===== config.mk =====
export PLATFORM = sky130hd
export DESIGN_NAME = pss_strap_sampler
export DESIGN_NICKNAME = d
export VERILOG_FILES = /design/src/pss_pkg.sv /design/src/pss_strap_sampler.sv /design/src/pss_sync2.sv
export SDC_FILE = /design/constraint.sdc
export NUM_CORES = 1
export LEC_CHECK = 0
export ABC_AREA = 0
export ABC_CLOCK_PERIOD_IN_PS = 1750
export BUFFER_PORTS_ARGS = -buffer_cell sky130_fd_sc_hd__buf_2
export CORE_MARGIN = 1.5
export CORE_UTILIZATION = 35
export DETAILED_ROUTE_END_ITERATION = 7
export MAX_ROUTING_LAYER = met4
export SLEW_MARGIN = 30
export SYNTH_ARGS = -nofsm -noshare
export SYNTH_HDL_FRONTEND = slang
export SYNTH_SLANG_ARGS = --single-unit

===== constraint.sdc =====
create_clock -name SYS_CLK_I -period 1.75 [get_ports SYS_CLK_I]
set_clock_uncertainty 0.05 [all_clocks]
set_input_delay 0.0875 -clock SYS_CLK_I [delete_from_list [all_inputs] [get_ports SYS_CLK_I]]
set_output_delay 0.0875 -clock SYS_CLK_I [all_outputs]
set_load 0.05 [all_outputs]

===== src/pss_pkg.sv =====
// Summary of operation
// - Sample strap pins shortly after reset release
// - After reset, pins return to functions
// - Latch five-bit management address at reset
// - Any address 0..31 answers management
// - Strapped address zero enters isolate mode
// - Written address zero never sets isolate
// - Unstrapped address reads 00001 by pulls
// - Autoneg strap high advertises, low forces
// - Capability straps: ground zero, supply one
package pss_pkg;

   localparam int unsigned ADDR_W        = 5;
   localparam logic [4:0]  ADDR_RESET    = 5'h01;
   localparam logic [4:0]  ADDR_ISOLATE  = 5'h00;
   localparam logic [1:0]  CAP_RESET     = 2'h3;
   localparam logic        AN_RESET      = 1'b1;
   // Register map of the small control port
   localparam logic [1:0]  OFS_CONTROL   = 2'h0;
   localparam logic [1:0]  OFS_STATUS    = 2'h1;
   localparam logic [1:0]  OFS_STRAPS    = 2'h2;
   // Control register fields
   localparam int unsigned CTL_ADDR_LSB  = 0;
   localparam int unsigned CTL_ISO_BIT   = 8;
   // Status register fields
   localparam int unsigned STS_SPEED_BIT = 0;
   localparam int unsigned STS_DUPLEX_BIT = 1;
   localparam int unsigned STS_AN_BIT    = 2;
   localparam int unsigned STS_ISO_BIT   = 3;
   localparam int unsigned STS_RUN_BIT   = 4;
   // Strap register fields
   localparam int unsigned STR_ADDR_LSB  = 0;
   localparam int unsigned STR_CAP_LSB   = 5;
   localparam int unsigned STR_AN_BIT    = 7;
   // Cycles held in settle state before the straps are captured
   localparam logic [1:0]  SETTLE_CYC    = 2'h2;

   typedef struct packed {
      logic [4:0] addr;
      logic       autoneg;
      logic [1:0] cap;
   } pss_straps_t;

   typedef struct packed {
      logic       speed_100;
      logic       full_duplex;
      logic       autoneg;
   } pss_mode_t;

endpackage : pss_pkg


===== src/pss_strap_sampler.sv =====
// Implementation choices: the address-and-strobe port and the placing of the registers.
module pss_strap_sampler
   import pss_pkg::*;
(
   input  wire logic        SYS_CLK_I,
   input  wire logic        RESET_N_I,
   // Strap-capable pins (input side of shared pins)
   input  wire logic        ADDR_STRAP_BIT0_I,
   input  wire logic [3:0]  ADDR_STRAP_UPPER_BITS_I,
   input  wire logic        AUTONEG_ENABLE_STRAP_I,
   input  wire logic        CAPABILITY_STRAP_HI_I,
   input  wire logic        CAPABILITY_STRAP_LO_I,
   // Functional values for the shared pins after reset
   input  wire logic        FUNC_COL_I,
   input  wire logic [3:0]  FUNC_RXD_I,
   input  wire logic        FUNC_ACTIVITY_I,
   input  wire logic        FUNC_SPEED_I,
   input  wire logic        FUNC_LINK_I,
   // Output side of shared pins
   output      logic        COL_PIN_O,
   output      logic        COL_PIN_OE_O,
   output      logic [3:0]  RXD_PIN_O,
   output      logic [3:0]  RXD_PIN_OE_O,
   output      logic        ACTIVITY_INDICATOR_PIN_O,
   output      logic        ACTIVITY_INDICATOR_PIN_OE_O,
   output      logic        SPEED_INDICATOR_PIN_O,
   output      logic        SPEED_INDICATOR_PIN_OE_O,
   output      logic        LINK_INDICATOR_PIN_O,
   output      logic        LINK_INDICATOR_PIN_OE_O,
   // Management address match
   input  wire logic [4:0]  MGMT_ADDR_I,
   output      logic        MGMT_ADDR_HIT_O,
   // Resulting configuration
   output      logic [4:0]  PHY_ADDR_O,
   output      logic        ISOLATE_O,
   output      logic        SPEED_100_O,
   output      logic        FULL_DUPLEX_O,
   output      logic        AUTONEG_O,
   output      logic [1:0]  ADVERTISE_CAP_O,
   // Register port
   input  wire logic [1:0]  REG_ADDR_I,
   input  wire logic [15:0] REG_WDATA_I,
   input  wire logic        REG_WR_I,
   input  wire logic        REG_RD_I,
   output      logic [15:0] REG_RDATA_O
);

   typedef enum logic [1:0] {
      ST_SAMPLE,
      ST_SETTLE,
      ST_RUN
   } pss_state_t;

   typedef struct packed {
      pss_state_t  state;
      logic [1:0]  settle_cnt;
      pss_straps_t straps;
      logic [4:0]  phy_control_reg;
      logic        isolate;
      pss_mode_t   mode;
      logic        addr_hit;
      logic [15:0] rdata;
      logic        col;
      logic        col_oe;
      logic [3:0]  rxd;
      logic [3:0]  rxd_oe;
      logic        act;
      logic        act_oe;
      logic        spd;
      logic        spd_oe;
      logic        lnk;
      logic        lnk_oe;
   } pss_st_t;

   pss_st_t     st_q;
   pss_st_t     st_d;
   pss_straps_t pins_raw;
   pss_straps_t pins_sync;

   assign pins_raw = '{addr:    {ADDR_STRAP_UPPER_BITS_I, ADDR_STRAP_BIT0_I},
                       autoneg: AUTONEG_ENABLE_STRAP_I,
                       cap:     {CAPABILITY_STRAP_HI_I, CAPABILITY_STRAP_LO_I}};

   // Pins are asynchronous to the clock
   pss_sync2 #(
      .WIDTH ($bits(pss_straps_t))
   ) u_sync (
      .clk_i     (SYS_CLK_I),
      .reset_n_i (RESET_N_I),
      .d_i       (pins_raw),
      .q_o       (pins_sync)
   );

   // Mode decode from captured straps
   function automatic pss_mode_t decode_mode(input pss_straps_t s);
      pss_mode_t m;
      m.autoneg     = s.autoneg;
      // Forced: hi bit picks 100, lo bit picks full
      m.speed_100   = s.cap[1];
      m.full_duplex = s.cap[0];
      return m;
   endfunction : decode_mode

   // Next-state logic
   always_comb begin
      st_d          = st_q;
      st_d.addr_hit = 1'b0;
      st_d.rdata    = '0;
      unique case (st_q.state)
         ST_SAMPLE: begin
            // Reset just released; sync pipe still holds its reset zeros
            st_d.settle_cnt = SETTLE_CYC;
            st_d.state      = ST_SETTLE;
         end
         ST_SETTLE: begin
            // Capture only once the pipe holds pin samples, not its reset zeros,
            // so isolate never pulses from a stale all-zero address
            st_d.settle_cnt      = st_q.settle_cnt - 2'h1;
            if (st_q.settle_cnt == 2'h1) begin
               st_d.straps          = pins_sync;
               st_d.phy_control_reg = pins_sync.addr;
               st_d.isolate         = (pins_sync.addr == ADDR_ISOLATE);
               st_d.mode            = decode_mode(pins_sync);
               st_d.state           = ST_RUN;
            end
         end
         ST_RUN: begin
            // Pins take up their functional roles
            st_d.col    = FUNC_COL_I;
            st_d.col_oe = 1'b1;
            st_d.rxd    = FUNC_RXD_I;
            st_d.rxd_oe = 4'hf;
            st_d.act    = FUNC_ACTIVITY_I;
            st_d.act_oe = 1'b1;
            st_d.spd    = FUNC_SPEED_I;
            st_d.spd_oe = 1'b1;
            st_d.lnk    = FUNC_LINK_I;
            st_d.lnk_oe = 1'b1;
            st_d.addr_hit = (MGMT_ADDR_I == st_q.phy_control_reg);
            // Writes change the address only, never isolate
            if (REG_WR_I && REG_ADDR_I == OFS_CONTROL) begin
               st_d.phy_control_reg = REG_WDATA_I[CTL_ADDR_LSB +: ADDR_W];
            end
         end
         default: begin
            st_d.state = ST_SAMPLE;
         end
      endcase
      // Read data valid in the cycle after the strobe
      if (REG_RD_I) begin
         unique case (REG_ADDR_I)
            OFS_CONTROL: begin
               st_d.rdata[CTL_ADDR_LSB +: ADDR_W] = st_q.phy_control_reg;
               st_d.rdata[CTL_ISO_BIT]            = st_q.isolate;
            end
            OFS_STATUS: begin
               st_d.rdata[STS_SPEED_BIT]  = st_q.mode.speed_100;
               st_d.rdata[STS_DUPLEX_BIT] = st_q.mode.full_duplex;
               st_d.rdata[STS_AN_BIT]     = st_q.mode.autoneg;
               st_d.rdata[STS_ISO_BIT]    = st_q.isolate;
               st_d.rdata[STS_RUN_BIT]    = (st_q.state == ST_RUN);
            end
            OFS_STRAPS: begin
               st_d.rdata[STR_ADDR_LSB +: ADDR_W] = st_q.straps.addr;
               st_d.rdata[STR_CAP_LSB +: 2]       = st_q.straps.cap;
               st_d.rdata[STR_AN_BIT]             = st_q.straps.autoneg;
            end
            default: begin
               st_d.rdata = '0;
            end
         endcase
      end
   end

   // Reset values mirror the internal pull defaults
   always_ff @(posedge SYS_CLK_I or negedge RESET_N_I) begin
      if (!RESET_N_I) begin
         st_q                 <= '0;
         st_q.state           <= ST_SAMPLE;
         st_q.straps.addr     <= ADDR_RESET;
         st_q.straps.autoneg  <= AN_RESET;
         st_q.straps.cap      <= CAP_RESET;
         st_q.phy_control_reg <= ADDR_RESET;
         st_q.mode            <= '{speed_100: 1'b1, full_duplex: 1'b1, autoneg: AN_RESET};
      end else begin
         st_q <= st_d;
      end
   end

   // Outputs straight from flops
   assign COL_PIN_O                   = st_q.col;
   assign COL_PIN_OE_O                = st_q.col_oe;
   assign RXD_PIN_O                   = st_q.rxd;
   assign RXD_PIN_OE_O                = st_q.rxd_oe;
   assign ACTIVITY_INDICATOR_PIN_O    = st_q.act;
   assign ACTIVITY_INDICATOR_PIN_OE_O = st_q.act_oe;
   assign SPEED_INDICATOR_PIN_O       = st_q.spd;
   assign SPEED_INDICATOR_PIN_OE_O    = st_q.spd_oe;
   assign LINK_INDICATOR_PIN_O        = st_q.lnk;
   assign LINK_INDICATOR_PIN_OE_O     = st_q.lnk_oe;
   assign MGMT_ADDR_HIT_O             = st_q.addr_hit;
   assign PHY_ADDR_O                  = st_q.phy_control_reg;
   assign ISOLATE_O                   = st_q.isolate;
   assign SPEED_100_O                 = st_q.mode.speed_100;
   assign FULL_DUPLEX_O               = st_q.mode.full_duplex;
   assign AUTONEG_O                   = st_q.mode.autoneg;
   assign ADVERTISE_CAP_O             = st_q.straps.cap;
   assign REG_RDATA_O                 = st_q.rdata;
endmodule : pss_strap_sampler


===== src/pss_sync2.sv =====
module pss_sync2
   import pss_pkg::*;
#(
   parameter int unsigned WIDTH = 8
) (
   input  wire logic             clk_i,
   input  wire logic             reset_n_i,
   input  wire logic [WIDTH-1:0] d_i,
   output      logic [WIDTH-1:0] q_o
);
   typedef struct packed {
      logic [WIDTH-1:0] s1;
      logic [WIDTH-1:0] s2;
   } pss_sync_t;

   pss_sync_t st_q;
   pss_sync_t st_d;

   initial begin
      if (WIDTH < 1) $error("pss_sync2: WIDTH must be at least 1");
   end

   // First stage only feeds the second
   always_comb begin
      st_d    = st_q;
      st_d.s1 = d_i;
      st_d.s2 = st_q.s1;
   end

   always_ff @(posedge clk_i or negedge reset_n_i) begin
      if (!reset_n_i) begin
         st_q <= '0;
      end else begin
         st_q <= st_d;
      end
   end

   assign q_o = st_q.s2;
endmodule : pss_sync2


==> impl_metrics.json, run 1 <==
{
  "drt_iter0_markers": 43,
  "clockPowerShare_pct": 34.2,
  "synth_top_area_share_pct": 52.1,
  "hpwl_microns": 2980,
  "place_congestion": 0.812,
  "pin_count": 87,
  "gr-usage-all-layers_pct": 12.4,
  "fp.dieW_microns": 84.2,
  "drv_cap": 0,
  "areaGrowthSynthToFinish_pct": 23.4,
  "layout.nets": 306,
  "first_global_vias": 1412,
  "p_sw_uw": 755,
  "synth_commonest_cells": "48 x dfrtp_1, 36 x buf_4, 36 x nand2_1",
  "yosysWarnings": 0,
  "rsz0062_at_grt": "no",
  "firstDrtPassIters": 4,
  "vdd_drop_max_v": 0.000394,
  "vias": 1471,
  "crit_path_start_kind": "flop",
  "synthTopCellsByArea": "dfrtp_1 52%, buf_4 12%, mux2_2 6.8%",
  "power_density_mw_per_mm2": 977,
  "netlist_area_sq_mm": 0.00231,
  "cts_setup_buffers": 0,
  "async_reset_ff_share_pct": 100,
  "hold_violations": 0,
  "p_comb_share_pct": 17.0,
  "min_path_type": "input port to flop",
  "cts_resized": 0,
  "synth_flop_cell": "dfrtp_1",
  "crit_type": "flop to flop",
  "yosysMostFrequentCell": "dfrtp_1",
  "final_core_util_pct": 44.8,
  "io_buffers": 68,
  "syn_area_per_cell_sq_um": 11.7,
  "finalSetupViolations": 0,
  "num_antenna_cells": 0,
  "cts_tree": "yes",
  "max_freq_mhz": 633,
  "period_needed_ns": 1.58,
  "cts.sinks": 53,
  "cp.arrival_ns": 1.73,
  "endpoint_kind": "flop",
  "seqPwrFrac_pct": 48.8,
  "p_sw_share_pct": 27.1,
  "nFillCells": 601,
  "dpl-instance-area_sq_mm": 0.00254,
  "drc": 0,
  "clk_pin_slew_ns": 0.09,
  "wl_microns": 4220,
  "synth_seq_area_share_pct": 57.8,
  "p_leak_nw": 1.38,
  "fp-row-count": 29,
  "fin_area_sq_mm": 0.00285,
  "status": "finished, final reports clean",
  "clock_latency_ns": 0.30,
  "yosysTopAreaCell": "dfrtp_1",
  "path_max_fanout": 7,
  "p_int_mw": 2.03,
  "synth-edff-count": 0,
  "routedWlPerCell_microns": 12.4,
  "start_util_pct": 36.3,
  "die-height_microns": 84.2,
  "grt_start_max_net_pins": 41,
  "htree_levels": 2,
  "synth_cell_type_count": 32,
  "synth_seq_cells": 53,
  "drive_above_1_share_pct": 40.7,
  "core_sq_mm": 0.00635,
  "worstPathRequired_ns": 1.89,
  "via_per_inst": 4.33,
  "antenna_found_initial": 0,
  "drv_slew": 0,
  "post-route-period-util_pct": 90.3,
  "grt_pass1_wl_microns": 6700,
  "numCtsBuffers": 5,
  "power_mw": 2.78,
  "die-area_sq_mm": 0.00708,
  "synth_cells": 197,
  "detail-route-antenna-nets": 0,
  "clockBufferDepth": 2,
  "gr-total-overflow": 0,
  "tns_ns": 0,
  "root_buffer": "clkbuf_8"
}
[power groups by stage]
stage / Combinational (mW) / Clock, mW / Sequential, mW
after floorplan: 0.351 / 0 / 1.40
after global placement: 0.445 / 0 / 1.38
after detailed placement: 0.448 / 0 / 1.38
after CTS: 0.478 / 0.994 / 1.36
after global routing: 0.502 / 1.03 / 1.37
final: 0.473 / 0.952 / 1.36
[worst paths after layout]
path                                start              to  slack (ns)  depth (start not counted)
max                              st_q[50]   PHY_ADDR_O[3]        0.17                          4
min in group asynchronous       RESET_N_I    RXD_PIN_O[2]        0.17                          2
max in group asynchronous       RESET_N_I        st_q[45]        0.90                          3
min                              REG_RD_I  REG_RDATA_O[4]        0.02                          2
max reg2reg                      st_q[50]   PHY_ADDR_O[3]        0.17                          4
min reg2reg                u_sync.st_d[2]   u_sync.q_o[2]        0.30                          0
[critical path, stage by stage (launching register included)]
cell and delay, ns:
dfrtp_1 0.40, ha_1 0.28, nand3b_1 0.19, o41a_4 0.22, mux2_2 0.33
[layout by cell type (no fill, tap or decap), types with 2 or more instances in the layout]
master	instances
conb_1	7
mux2i_1	4
clkbuf_8	5
buf_4	6
inv_1	2
a21boi_0	3
nor2_1	2
o21ai_0	8
dlygate4sd3_1	17
mux2_2	14
dfstp_2	5
buf_2	68
xnor2_1	4
or2_2	3
nand3b_1	7
bufinv_16	2
a21oi_1	2
and2_1	4
nand2_1	36
dfrtp_1	48
[through the flow]
step	hold slack [ns]	instances	worst slack, ns
finish	0.0173	340	0.169
global route	0.0144	340	0.0804
CTS	0.00972	340	0.165
detailed placement	-0.0452	315	0.193
global placement	-0.0455	315	0.209
floorplan	-0.258	203	0.286
[what timing repair did]
action	CTS	global route
endpoints found under the setup margin	0	0
endpoints found under the hold margin	64	0
hold buffers	17	0
[cells by family after synthesis]
kind of cell | after synthesis | synth area share, %
buffers and inverters | 42 | 12.8
adders and majority gates | 1 | 0.543
other | 1 | 0.163
muxes | 18 | 8.57
AOI/OAI and AO/OA | 16 | 4.83
xor gates and xnor gates | 5 | 1.90
and+or+nand+nor | 61 | 13.4
DFF | 53 | 57.8
[state kept, by name, summed over array words and instances, names as in the netlist, 2 cells and up]
signal / count
REG_RDATA_O: 9
st_q: 9
u_sync.q_o: 8
u_sync.st_d: 8
PHY_ADDR_O: 5
RXD_PIN_O: 4
ADVERTISE_CAP_O: 2
[metal layers]
layer / up-vias / routed length, microns / GRT usage [%]
li1: 736 / - / -
met1: 688 / 1860 / 15.5
met2: 40 / 2060 / 19.4
met3: 7 / 227 / 3.15
met4: 0 / 72 / 4.92
met5: - / 0 / -
[area by class of cell]
type / instances / area (sq um) / area share [%]
clock inverter: 3 / 65.1 / 2.29
sequential: 53 / 1330 / 46.8
inverter: 2 / 7.51 / 0.264
multi-input combinational: 108 / 701 / 24.6
tap: 77 / 96.3 / 3.38
clock buffer: 5 / 68.8 / 2.42
timing repair buffer: 92 / 576 / 20.2
(Power assumes the default switching activity.)
==> run 2, diff against run 1 <==
- CORE_UTILIZATION: 35 -> 30
- CTS_CLUSTER_SIZE: unset -> 28
- MAX_ROUTING_LAYER: met4 -> unset
==> run 2 against run 1 <==
- via count down 2.1%
- fmax up 2.0%
- sequential power about the same
- worst setup slack better by 0.031 ns
- flip-flop and latch count unchanged
- die area up 16%
- register-to-register slack better by 0.03 ns
- clock power down 13%
- final cell count up 6.2%
- global-route usage down 0.99 points
- critical path type unchanged
- largest cell class unchanged
==> impl_metrics.json, run 2 (same netlist as run 1, synthesis figures left out) <==
{
  "mostFrequentLayoutCell": "buf_2",
  "gr-total-overflow": 0,
  "cts.sinks": 53,
  "path_max_fanout": 9,
  "start_util_pct": 31.5,
  "io_buffers": 68,
  "antenna_found_initial": 0,
  "final_core_util_pct": 38.8,
  "clockPowerShare_pct": 31.2,
  "cts_tree": "yes",
  "hpwl_microns": 3160,
  "hold_depth": 2,
  "endpoint_kind": "flop",
  "period_needed_ns": 1.55,
  "hold_violations": 0,
  "dpl-instance-area_sq_mm": 0.00256,
  "drv_cap": 0,
  "drt_iter0_markers": 95,
  "fp.dieW_microns": 90.7,
  "p_leak_nw": 1.37,
  "wl_microns": 4290,
  "core_sq_mm": 0.00733,
  "rsz0062_at_grt": "no",
  "cts_setup_buffers": 0,
  "cp.arrival_ns": 1.70,
  "status": "finished, final reports clean",
  "post-route-period-util_pct": 88.6,
  "grt_start_max_net_pins": 44,
  "final_cell_mix": "68 x buf_2, 48 x dfrtp_1, 36 x nand2_1, 17 x dlygate4sd3_1, 14 x mux2_2",
  "num_antenna_cells": 0,
  "routedWlPerCell_microns": 11.9,
  "ff2ff_path_depth": 4,
  "min_path_type": "input port to flop",
  "crit_path_start_kind": "flop",
  "max_stage_delay_ns": 0.40,
  "clockBufferDepth": 2,
  "power_density_mw_per_mm2": 936,
  "grt_pass1_wl_microns": 7370,
  "drc": 0,
  "drv_slew": 0,
  "drive_above_1_share_pct": 40.5,
  "finalSetupViolations": 0,
  "first_global_vias": 1484,
  "via_per_inst": 3.99,
  "vdd_drop_max_v": 0.000298,
  "fp-row-count": 31,
  "areaGrowthSynthToFinish_pct": 23.4,
  "die-height_microns": 90.7,
  "r2r_start": "st_q[50]",
  "clock_latency_ns": 0.31,
  "crit_slowest_cell": "dfrtp_1",
  "p_sw_uw": 773,
  "p_int_mw": 1.89,
  "die-area_sq_mm": 0.00822,
  "hold_start": "REG_RD_I",
  "root_buffer": "clkbuf_8",
  "worstHoldEndpoint": "REG_RDATA_O[4]",
  "tns_ns": 0,
  "fin_area_sq_mm": 0.00285,
  "htree_levels": 2,
  "vias": 1440,
  "worstPathRequired_ns": 1.90,
  "numCtsBuffers": 5,
  "p_comb_share_pct": 17.8,
  "seqPwrFrac_pct": 51.0,
  "detail-route-antenna-nets": 0,
  "crit_type": "flop to flop",
  "r2r_setup_slack_ns": 0.20,
  "pin_count": 87,
  "p_sw_share_pct": 29.0,
  "crit_chain": "ha_1, nand3b_1, buf_4, mux2_2",
  "firstDrtPassIters": 4,
  "rr_endpoint": "st_q[46]",
  "max_freq_mhz": 645,
  "gr-usage-all-layers_pct": 11.4,
  "layout.nets": 305,
  "place_congestion": 0.759,
  "clk_pin_slew_ns": 0.09
}
==> run 2: how the worst max path moves through the flow <==
stage	startpoint	endpoint	slack (ns)	cells after the start
2_1_floorplan	st_q[50]	PHY_ADDR_O[1]	0.29	4
3_3_place_gp	st_q[50]	PHY_ADDR_O[4]	0.23	4
3_5_place_dp	st_q[50]	st_q[47]	0.20	4
4_1_cts	st_q[50]	PHY_ADDR_O[2]	0.20	4
5_1_grt	st_q[50]	st_q[46]	0.13	4
6_report	st_q[50]	st_q[46]	0.20	4
==> run 2: power groups by stage <==
stage               Sequential (mW)  Clock (mW)  Combinational, mW
floorplan                      1.40           0              0.351
global placement               1.38           0              0.448
detailed placement             1.38           0              0.452
CTS                            1.36       0.867              0.482
global route                   1.37       0.910              0.509
finish                         1.36       0.831              0.474
==> run 2: repair_timing <==
item	4_1_cts	5_1_grt
gates resized for setup	0	0
hold buffers	17	0
endpoints found under the hold margin	64	0
==> run 2: per-stage QoR <==
stage / hold slack, ns / setup WS [ns] / total power [mW] / std cells
floorplan: -0.258 / 0.286 / 1.75 / 203
global placement: -0.0686 / 0.234 / 1.83 / 336
detailed placement: -0.0685 / 0.196 / 1.84 / 336
CTS: 0.00339 / 0.197 / 2.71 / 361
global route: 0.0235 / 0.127 / 2.79 / 361
finish: 0.0153 / 0.200 / 2.66 / 361
==> run 2: critical path: cells and delay by family (launching register included) <==
kind,cells,cell delay [ns]
fa+ha+maj,1,0.23
buf+inv,1,0.23
flops,1,0.40
mux,1,0.34
simple gates,1,0.21
==> run 2: routing by layer <==
layer	GRT usage, %	wire length, microns
met2	18.2	2080
met4	3.97	51
met1	14.6	1900
met3	3.62	256
met5	0	0
==> run 2: area by class of cell <==
class	instances	area (sq um)
fill	739	4490
sequential	53	1330
multi-input combinational	108	701
timing repair buffer	91	568
tap	99	124
clock buffer	5	68.8
clock inverter	3	43.8
inverter	2	7.51
